### config.mk
export PLATFORM = sky130hd
export DESIGN_NAME = ctm_timer
export DESIGN_NICKNAME = d
export VERILOG_FILES = /design/src/rtl/ctm_pkg.sv /design/src/rtl/ctm_cnt_if.sv /design/src/rtl/ctm_counter.sv /design/src/rtl/ctm_timer.sv
export SDC_FILE = /design/constraint.sdc
export NUM_CORES = 1
export LEC_CHECK = 0
export CORE_MARGIN = 2
export CORE_UTILIZATION = 60
export CTS_CLUSTER_DIAMETER = 100
export DETAILED_ROUTE_END_ITERATION = 10
export DONT_BUFFER_PORTS = 1
export GPL_ROUTABILITY_DRIVEN = 0
export GPL_TIMING_DRIVEN = 0
export PLACE_DENSITY = 0.76
export SLEW_MARGIN = 20
export SYNTH_ARGS = -nofsm -noshare
export SYNTH_HDL_FRONTEND = slang
export SYNTH_HIERARCHICAL = 1
export SYNTH_SLANG_ARGS = --single-unit
### constraint.sdc
create_clock -name i_clk -period 3.4 [get_ports i_clk]
set_input_delay 0.68 -clock i_clk [delete_from_list [all_inputs] [get_ports i_clk]]
set_output_delay 0.68 -clock i_clk [all_outputs]
set_load 0.05 [all_outputs]
### src/rtl/ctm_pkg.sv
// Shared constants and types for the cascaded 16-bit timer block.
// Assumes a single 200 MHz system clock and synchronous pin inputs.
package ctm_pkg;

  // Counter geometry.
  localparam int unsigned CTM_BYTE_W = 8;
  localparam int unsigned CTM_CNT_W  = 16;
  localparam int unsigned CTM_PRE_W  = 11;

  // Counter values that the compare logic uses.
  localparam logic [CTM_CNT_W-1:0]  CTM_CNT_MAX   = 16'hFFFF;
  localparam logic [CTM_CNT_W-1:0]  CTM_CNT_RST   = 16'h0000;
  localparam logic [CTM_BYTE_W-1:0] CTM_BYTE_MAX  = 8'hFF;
  localparam logic [CTM_BYTE_W-1:0] CTM_BYTE_ZERO = 8'h00;

  // Values after reset.
  localparam logic                  CTM_FLOP_RST  = 1'b0;
  localparam logic [CTM_CNT_W-1:0]  CTM_REG16_RST = 16'h0000;
  localparam logic [CTM_BYTE_W-1:0] CTM_REG8_RST  = 8'h00;
  localparam logic [CTM_PRE_W-1:0]  CTM_PRE_RST   = 11'h000;

  // Prescaler tap masks: a tick fires when the masked bits are all ones.
  localparam logic [CTM_PRE_W-1:0]  CTM_MASK_D11  = 11'h7FF;
  localparam logic [CTM_PRE_W-1:0]  CTM_MASK_D7   = 11'h07F;
  localparam logic [CTM_PRE_W-1:0]  CTM_MASK_D5   = 11'h01F;
  localparam logic [CTM_PRE_W-1:0]  CTM_MASK_D3   = 11'h007;
  localparam logic [CTM_PRE_W-1:0]  CTM_MASK_D1   = 11'h001;

  // Operating modes of the cascaded pair.
  typedef enum logic [3:0] {
    CTM_MODE_EVENT  = 4'h1,
    CTM_MODE_PWM    = 4'h2,
    CTM_MODE_PULSE  = 4'h4,
    CTM_MODE_WARMUP = 4'h8
  } ctm_mode_t;

  // Source clock of the counter in the timer-driven modes.
  typedef enum logic [2:0] {
    CTM_SRC_DIV11 = 3'h0,
    CTM_SRC_DIV7  = 3'h1,
    CTM_SRC_DIV5  = 3'h2,
    CTM_SRC_DIV3  = 3'h3,
    CTM_SRC_LOW   = 3'h4,
    CTM_SRC_DIV1  = 3'h5,
    CTM_SRC_DIV0  = 3'h6,
    CTM_SRC_PIN   = 3'h7
  } ctm_src_t;

endpackage : ctm_pkg

### src/rtl/ctm_cnt_if.sv
// Carrier between the timer control and its cascaded counter.
// Assumes both ends run on the same clock.
`timescale 1ns/1ps
interface ctm_cnt_if;
  import ctm_pkg::*;

  logic                 inc;
  logic                 clr;
  logic [CTM_CNT_W-1:0] count;

  modport ctl (output inc, output clr, input count);
  modport cnt (input inc, input clr, output count);
endinterface : ctm_cnt_if

### src/rtl/ctm_counter.sv
// Two 8-bit up-counters cascaded into one 16-bit up-counter.
// Assumes inc and clr are qualified by the controller; clear wins.
`timescale 1ns/1ps
module ctm_counter (
  // Clock and reset.
  input  wire logic  i_clk,
  input  wire logic  i_rst_n,
  // Controller side.
  ctm_cnt_if.cnt     cnt_if
);
  import ctm_pkg::*;

  typedef struct packed {
    logic [1:0][CTM_BYTE_W-1:0] stage;
  } ctm_cnt_state_t;

  ctm_cnt_state_t st_ff;
  ctm_cnt_state_t nxt_st;
  logic [2:0]     carry;

  // The high byte stage steps when the low stage wraps, forming one 16-bit counter.
  always_comb
  begin
    nxt_st   = st_ff;
    carry[0] = cnt_if.inc;
    for (int i = 0; i < 2; i++)
    begin
      carry[i+1] = carry[i] && (st_ff.stage[i] == CTM_BYTE_MAX);
      if (cnt_if.clr)
      begin
        nxt_st.stage[i] = CTM_BYTE_ZERO;
      end
      else if (carry[i])
      begin
        nxt_st.stage[i] = st_ff.stage[i] + 8'h01;
      end
    end
  end

  // State register.
  always_ff @(posedge i_clk or negedge i_rst_n)
  begin
    if (!i_rst_n)
    begin
      st_ff <= '0;
    end
    else
    begin
      st_ff <= nxt_st;
    end
  end

  assign cnt_if.count = st_ff.stage;
endmodule : ctm_counter

### src/rtl/ctm_timer.sv
// Cascaded 16-bit timer: event counter, PWM, pulse generator and warm-up counter.
// Assumes synchronous pin inputs and byte write strobes from a host at plain ports.
`timescale 1ns/1ps
module ctm_timer (
  // Clock and reset.
  input  wire logic                       i_clk,
  input  wire logic                       i_rst_n,
  // Control bits.
  input  wire ctm_pkg::ctm_mode_t         i_mode,
  input  wire ctm_pkg::ctm_src_t          i_src_sel,
  input  wire logic                       i_upper_run_bit,
  input  wire logic                       i_flop_initial_value,
  input  wire logic                       i_warmup_to_slow,
  input  wire logic                       i_low_freq_tick,
  // Byte writes.
  input  wire logic [7:0]                 i_wdata,
  input  wire logic                       i_period_low_byte_we,
  input  wire logic                       i_period_high_byte_we,
  input  wire logic                       i_width_low_byte_we,
  input  wire logic                       i_width_high_byte_we,
  // Pins.
  input  wire logic                       i_event_count_input,
  output logic                            o_pwm_output_pin,
  output logic                            o_pulse_gen_output_pin,
  // Status.
  output logic                            o_cascade_match_interrupt,
  output logic [ctm_pkg::CTM_CNT_W-1:0]   o_width_read,
  output logic [ctm_pkg::CTM_CNT_W-1:0]   o_count
);
  import ctm_pkg::*;

  typedef struct packed {
    logic                  flop;
    logic                  pwm_pin;
    logic                  ppg_pin;
    logic                  irq;
    logic                  evt_prev;
    logic                  run_prev;
    logic                  init_prev;
    logic [CTM_BYTE_W-1:0] period_lo;
    logic [CTM_BYTE_W-1:0] width_lo;
    logic [CTM_CNT_W-1:0]  period;
    logic [CTM_CNT_W-1:0]  duty_buf;
    logic [CTM_CNT_W-1:0]  duty_act;
    logic [CTM_CNT_W-1:0]  width_rd;
    logic [CTM_CNT_W-1:0]  count_rd;
    logic [CTM_PRE_W-1:0]  pre;
  } ctm_top_state_t;

  localparam ctm_top_state_t CTM_TOP_RST = '{
    flop: CTM_FLOP_RST, pwm_pin: ~CTM_FLOP_RST, ppg_pin: ~CTM_FLOP_RST, irq: 1'b0,
    evt_prev: 1'b0, run_prev: 1'b0, init_prev: 1'b0,
    period_lo: CTM_REG8_RST, width_lo: CTM_REG8_RST, period: CTM_REG16_RST,
    duty_buf: CTM_REG16_RST, duty_act: CTM_REG16_RST, width_rd: CTM_REG16_RST,
    count_rd: CTM_CNT_RST, pre: CTM_PRE_RST};

  ctm_top_state_t st_ff;
  ctm_top_state_t nxt_st;
  ctm_cnt_if      cnt_if ();

  logic                 evt_fall;
  logic                 src_tick;
  logic                 tick;
  logic                 running;
  logic                 ovf_load;
  logic [CTM_CNT_W-1:0] new_width;
  logic [CTM_CNT_W-1:0] cnt;

  // Picks the enable pulse of the selected source; the same decode serves fast-bound warm-up.
  function automatic logic ctm_src_tick(input ctm_src_t sel,
                                        input logic [CTM_PRE_W-1:0] pre,
                                        input logic lf, input logic pin_fall);
    logic t;
    t = 1'b0;
    case (sel)
      CTM_SRC_DIV11: t = ((pre & CTM_MASK_D11) == CTM_MASK_D11);
      CTM_SRC_DIV7:  t = ((pre & CTM_MASK_D7) == CTM_MASK_D7);
      CTM_SRC_DIV5:  t = ((pre & CTM_MASK_D5) == CTM_MASK_D5);
      CTM_SRC_DIV3:  t = ((pre & CTM_MASK_D3) == CTM_MASK_D3);
      CTM_SRC_LOW:   t = lf;
      CTM_SRC_DIV1:  t = ((pre & CTM_MASK_D1) == CTM_MASK_D1);
      CTM_SRC_DIV0:  t = 1'b1;
      CTM_SRC_PIN:   t = pin_fall;
      default:       t = 1'b0;
    endcase
    return t;
  endfunction : ctm_src_tick

  ctm_counter u_counter (
    .i_clk   (i_clk),
    .i_rst_n (i_rst_n),
    .cnt_if  (cnt_if)
  );

  // Edge and tick decode. Event mode always counts falling pin edges.
  always_comb
  begin
    cnt      = cnt_if.count;
    running  = i_upper_run_bit;
    evt_fall = st_ff.evt_prev && !i_event_count_input;
    src_tick = ctm_src_tick(i_src_sel, st_ff.pre, i_low_freq_tick, evt_fall);
    tick     = 1'b0;
    case (i_mode)
      CTM_MODE_EVENT:  tick = evt_fall;
      // Slow-bound warm-up times the low oscillator; fast-bound uses the chosen divider.
      CTM_MODE_WARMUP: tick = i_warmup_to_slow ? i_low_freq_tick : src_tick;
      default:         tick = src_tick;
    endcase
    tick = tick && running;
  end

  // Next state: compare logic per mode, register writes and the output flop.
  always_comb
  begin
    nxt_st       = st_ff;
    cnt_if.inc   = 1'b0;
    cnt_if.clr   = !running;
    ovf_load     = 1'b0;
    nxt_st.irq   = 1'b0;
    nxt_st.pre   = st_ff.pre + 11'h001;
    nxt_st.evt_prev  = i_event_count_input;
    nxt_st.run_prev  = running;
    nxt_st.init_prev = i_flop_initial_value;
    new_width    = {i_wdata, st_ff.width_lo};

    if (tick)
    begin
      case (i_mode)
        CTM_MODE_EVENT:
        begin
          if (cnt == st_ff.period)
          begin
            cnt_if.clr = 1'b1;
            nxt_st.irq = 1'b1;
          end
          else
            cnt_if.inc = 1'b1;
        end
        CTM_MODE_PWM:
        begin
          if (cnt == st_ff.duty_act)
            nxt_st.flop = ~nxt_st.flop;
          if (cnt == CTM_CNT_MAX)
          begin
            nxt_st.flop = ~nxt_st.flop;
            cnt_if.clr  = 1'b1;
            nxt_st.irq  = 1'b1;
            ovf_load    = 1'b1;
          end
          else
            cnt_if.inc = 1'b1;
        end
        CTM_MODE_PULSE:
        begin
          if (cnt == st_ff.period)
          begin
            nxt_st.flop = ~st_ff.flop;
            cnt_if.clr  = 1'b1;
            nxt_st.irq  = 1'b1;
          end
          else
          begin
            if (cnt == st_ff.duty_act)
              nxt_st.flop = ~st_ff.flop;
            cnt_if.inc = 1'b1;
          end
        end
        default:
        begin
          // Low period byte is ignored so the match lands on a byte boundary.
          if (cnt == {st_ff.period[CTM_CNT_W-1:CTM_BYTE_W], CTM_BYTE_ZERO})
          begin
            cnt_if.clr = 1'b1;
            nxt_st.irq = 1'b1;
          end
          else
            cnt_if.inc = 1'b1;
        end
      endcase
    end

    // Low bytes wait in staging; the high byte commits the whole word.
    if (i_period_low_byte_we)
      nxt_st.period_lo = i_wdata;
    if (i_period_high_byte_we)
      nxt_st.period = {i_wdata, st_ff.period_lo};
    if (i_width_low_byte_we)
      nxt_st.width_lo = i_wdata;
    if (i_width_high_byte_we)
    begin
      nxt_st.duty_buf = new_width;
      if (!(running && i_mode == CTM_MODE_PWM))
        nxt_st.duty_act = new_width;
    end
    // A write landing on the overflow itself loads the fresh word; software avoids it.
    if (ovf_load)
      nxt_st.duty_act = nxt_st.duty_buf;

    // Start loads the initial level; after a stop only a later change reloads it.
    if (running && !st_ff.run_prev)
      nxt_st.flop = i_flop_initial_value;
    else if (!running && !st_ff.run_prev && (i_flop_initial_value != st_ff.init_prev))
      nxt_st.flop = i_flop_initial_value;

    nxt_st.pwm_pin  = ~nxt_st.flop;
    nxt_st.ppg_pin  = ~nxt_st.flop;
    nxt_st.width_rd = nxt_st.duty_act;
    nxt_st.count_rd = cnt;
  end

  // State register; reset clears the output flop.
  always_ff @(posedge i_clk or negedge i_rst_n)
  begin
    if (!i_rst_n)
    begin
      st_ff <= CTM_TOP_RST;
    end
    else
    begin
      st_ff <= nxt_st;
    end
  end

  assign o_pwm_output_pin          = st_ff.pwm_pin;
  assign o_pulse_gen_output_pin    = st_ff.ppg_pin;
  assign o_cascade_match_interrupt = st_ff.irq;
  assign o_width_read              = st_ff.width_rd;
  assign o_count                   = st_ff.count_rd;
endmodule : ctm_timer

==> results.yml <==
grt:
  grt_pass1_wl_um: 17700
  track_usage_pct: 24.0
  first_global_vias: 3493
  antenna_found_initial: 0
  grt_overflow_total: 0
  grt_max_degree: 114
floorplanning:
  row_count: 34
  die_area_um2: 9660
  core_area_um2: 8680
  io_pins: 61
  die_w_um: 98.3
  die_h_um: 98.3
  initial_core_util_pct: 61.5
final_layout:
  area.growth.synth_to_final_pct: 15.0
  post-route-util_pct: 70.7
  fin_nets: 492
  regArea_um2: 2830
  diodes: 0
  fillers: 608
  multi_input_area_um2: 2130
  drive_gt1_share_pct: 28.1
placement:
  dp_hpwl_um: 7210
  port_buffers: 0
synthesis:
  synth-edff-count: 0
  syn_nets: 472
  yosysTopAreaCellShare_pct: 52.5
  synth_largest_area_cell: "dfrtp_1"
  async_reset_ff_share_pct: 100
  synth.area.top_cells: "dfrtp_1, mux2_2, xnor2_1"
  netlist_instances: 441
  yosys_register_bits: 113
  avgSynthCellArea_um2: 12.1
  synth.distinct_cells: 45
  synth_area_um2: 5330
  synth-seq-area-share_pct: 53.0
  synth_top_flop_cell: "dfrtp_1"
  ys_warn_count: 6
route:
  via_count: 3427
  drt-total-wl_um: 10800
  drtPass1Iterations: 4
  via_per_inst: 5.90
  drt_iter0_drc: 207
  route.detailed.drc: 0
  ant_nets: 0
  wl_per_cell_um: 18.7
sta:
  finalHoldViolCount: 0
  skew_ns: 0.00719
  rsz0062_at_grt: "no"
  max_slew_margin_pct: 54.0
  period_needed_ns: 3.10
  tightest_slew_ns: 0.680
  max_freq_ghz: 0.323
  drv_slew: 0
  setup_viol: 0
  finalCritPeriodShare_pct: 91.2
  hold_ws_ns: 0.100
cts:
  cts_sinks: 113
  clockBufferDepth: 2
  root_buffer: "clkbuf_8"
  cts.reportedPaths.clkPinSlew_ns: 0.05
  post-cts-setup-buffers: 0
  cts_inserted_buffers: 17
  ctsHtreeMaxLevel: 4
  cts_tree: "done"
  clock_latency_ns: 0.52
power_and_ir_drop:
  power.density_nw_per_um2: 628
  power_leakage_nw: 2.69
  max-vdd-ir-drop_mv: 0.470
critical_path:
  critPathMaxFanout: 10
  cp_top_family: "simple AND/OR/NAND/NOR gates"
  cp_num_cells: 13
  cp-endpoint: "u_counter/cnt_if.count[13]"
  crit_arrival_ns: 3.50
  r2r_cells: 13
  critical_path.slowest_cell: "dfrtp_1"
  reg2reg_slack_ns: 0.30
  required_ns: 3.80
  cpPeakStageDelay_ns: 0.41
  path_cells: "ha_1 > and3_1 > ha_1 > nor3b_1 > a21oi_1 > a311oi_2 > nor3_4 > and3_1 > buf_4 > nand4_4 > buf_6 > nor4_1 > mux2_1"
  critPathBufInv: 2
  path_class: "reg -> reg"
  startpoint: "st_ff[0]"
  r2r_start: "st_ff[0]"
  crit_path_start_kind: "register"
  reg2reg_to: "u_counter/cnt_if.count[13]"
  end_kind: "register"
run_status:
  outcome: "finished, final reports clean"
hold_path:
  min-delay-path-class: "in -> async"
run:
  max-cap-violations: 0
[placed cells by master, fill, tap and decap left out, types with 6 or more instances in the layout]
cell	Yosys	final
dfrtp_1	112	112
mux2_2	50	50
xnor2_1	42	42
buf_4	35	35
nand2_1	17	17
a21oi_1	17	17
inv_1	16	16
nor2_1	16	16
clkbuf_16	0	16
nand4_1	15	15
nand3_1	9	9
o21ai_0	9	9
clkbuf_1	7	8
mux2i_1	8	8
nor4_1	8	8
xor2_1	7	7
nor2b_1	6	6
a221oi_1	6	6
[cell usage after synthesis (all sizes together), types with 4 or more instances]
library cell,instances
nor2b,6
and3,5
mux2i,8
xnor2,42
o31ai,4
buf,40
nand2,17
ha,5
clkbuf,7
nand4,17
o21ai,9
a21oi,18
xor2,7
nor4b,4
mux2,55
dfrtp,112
nor4,10
a221oi,6
or3,5
inv,16
nand3,9
nor2,16
[power breakdown]
group          switching [mW]  internal [mW]  leakage (nW)  total, mW
sequential             0.0891           1.45          1.40       1.54
combinational           0.260          0.196         0.986      0.457
clock                   0.593           1.26         0.303       1.85
[registers in the layout (all words and copies together) (netlist names), named ones only]
signal                     count
o_width_read                  16
new_width                      8
o_cascade_match_interrupt      1
st_ff                         54
u_counter/cnt_if.count        16
o_count                       16
o_pulse_gen_output_pin         1
[worst min-delay path by stage]
stage | start | cells past startpoint | endpoint
2_1_floorplan | i_rst_n | 0 | asynchronous set/reset pin
3_3_place_gp | i_rst_n | 0 | o_count[12]
3_5_place_dp | i_rst_n | 0 | o_count[13]
4_1_cts | i_rst_n | 1 | o_count[13]
5_1_grt | i_rst_n | 1 | o_count[13]
6_report | i_rst_n | 1 | o_count[13]
[cell families after synthesis]
kind of cell | after synthesis | share of synthesized area [%]
simple gates | 100 | 11.2
xor+xnor | 49 | 8.05
fa+ha+maj | 5 | 1.17
flops | 113 | 53.0
buf+inv | 63 | 7.20
compound gates | 48 | 5.93
mux | 63 | 13.4
[area by class of cell]
cell class	instances	area share, %
timing repair buffer	1	0.449
clock inverter	9	2.51
buffer	47	5.30
inverter	16	0.979
sequential	113	46.1
clock buffer	22	7.71
multi-input combinational	265	34.7
tap	108	2.20
[timing repair]
action / CTS / global route
hold buffers: 1 / 0
endpoints found under the setup margin: 0 / 13
hold endpoints to repair: 113 / 0
resized for setup: 0 / 3
[per-layer routing]
layer | track usage (%) | wire (um) | vias to the layer above
li1 | - | - | 1568
met5 | 0 | 0 | -
met4 | 11.4 | 261 | 0
met2 | 38.1 | 5490 | 105
met1 | 30.5 | 4530 | 1729
met3 | 6.87 | 558 | 25
[through the flow]
stage	instance area, um2	power [mW]	std cells	setup WS (ns)	TNS (ns)
6_report	6140	3.85	581	0.300	0
5_1_grt	6140	3.98	581	0.0749	0
3_3_place_gp	5470	1.97	549	0.0341	0
2_1_floorplan	5330	1.92	441	0.340	0
4_1_cts	6120	3.87	581	0.0271	0
3_5_place_dp	5470	1.99	549	-0.0438	-0.0438
No activity file was read; power rests on OpenSTA's default activity.
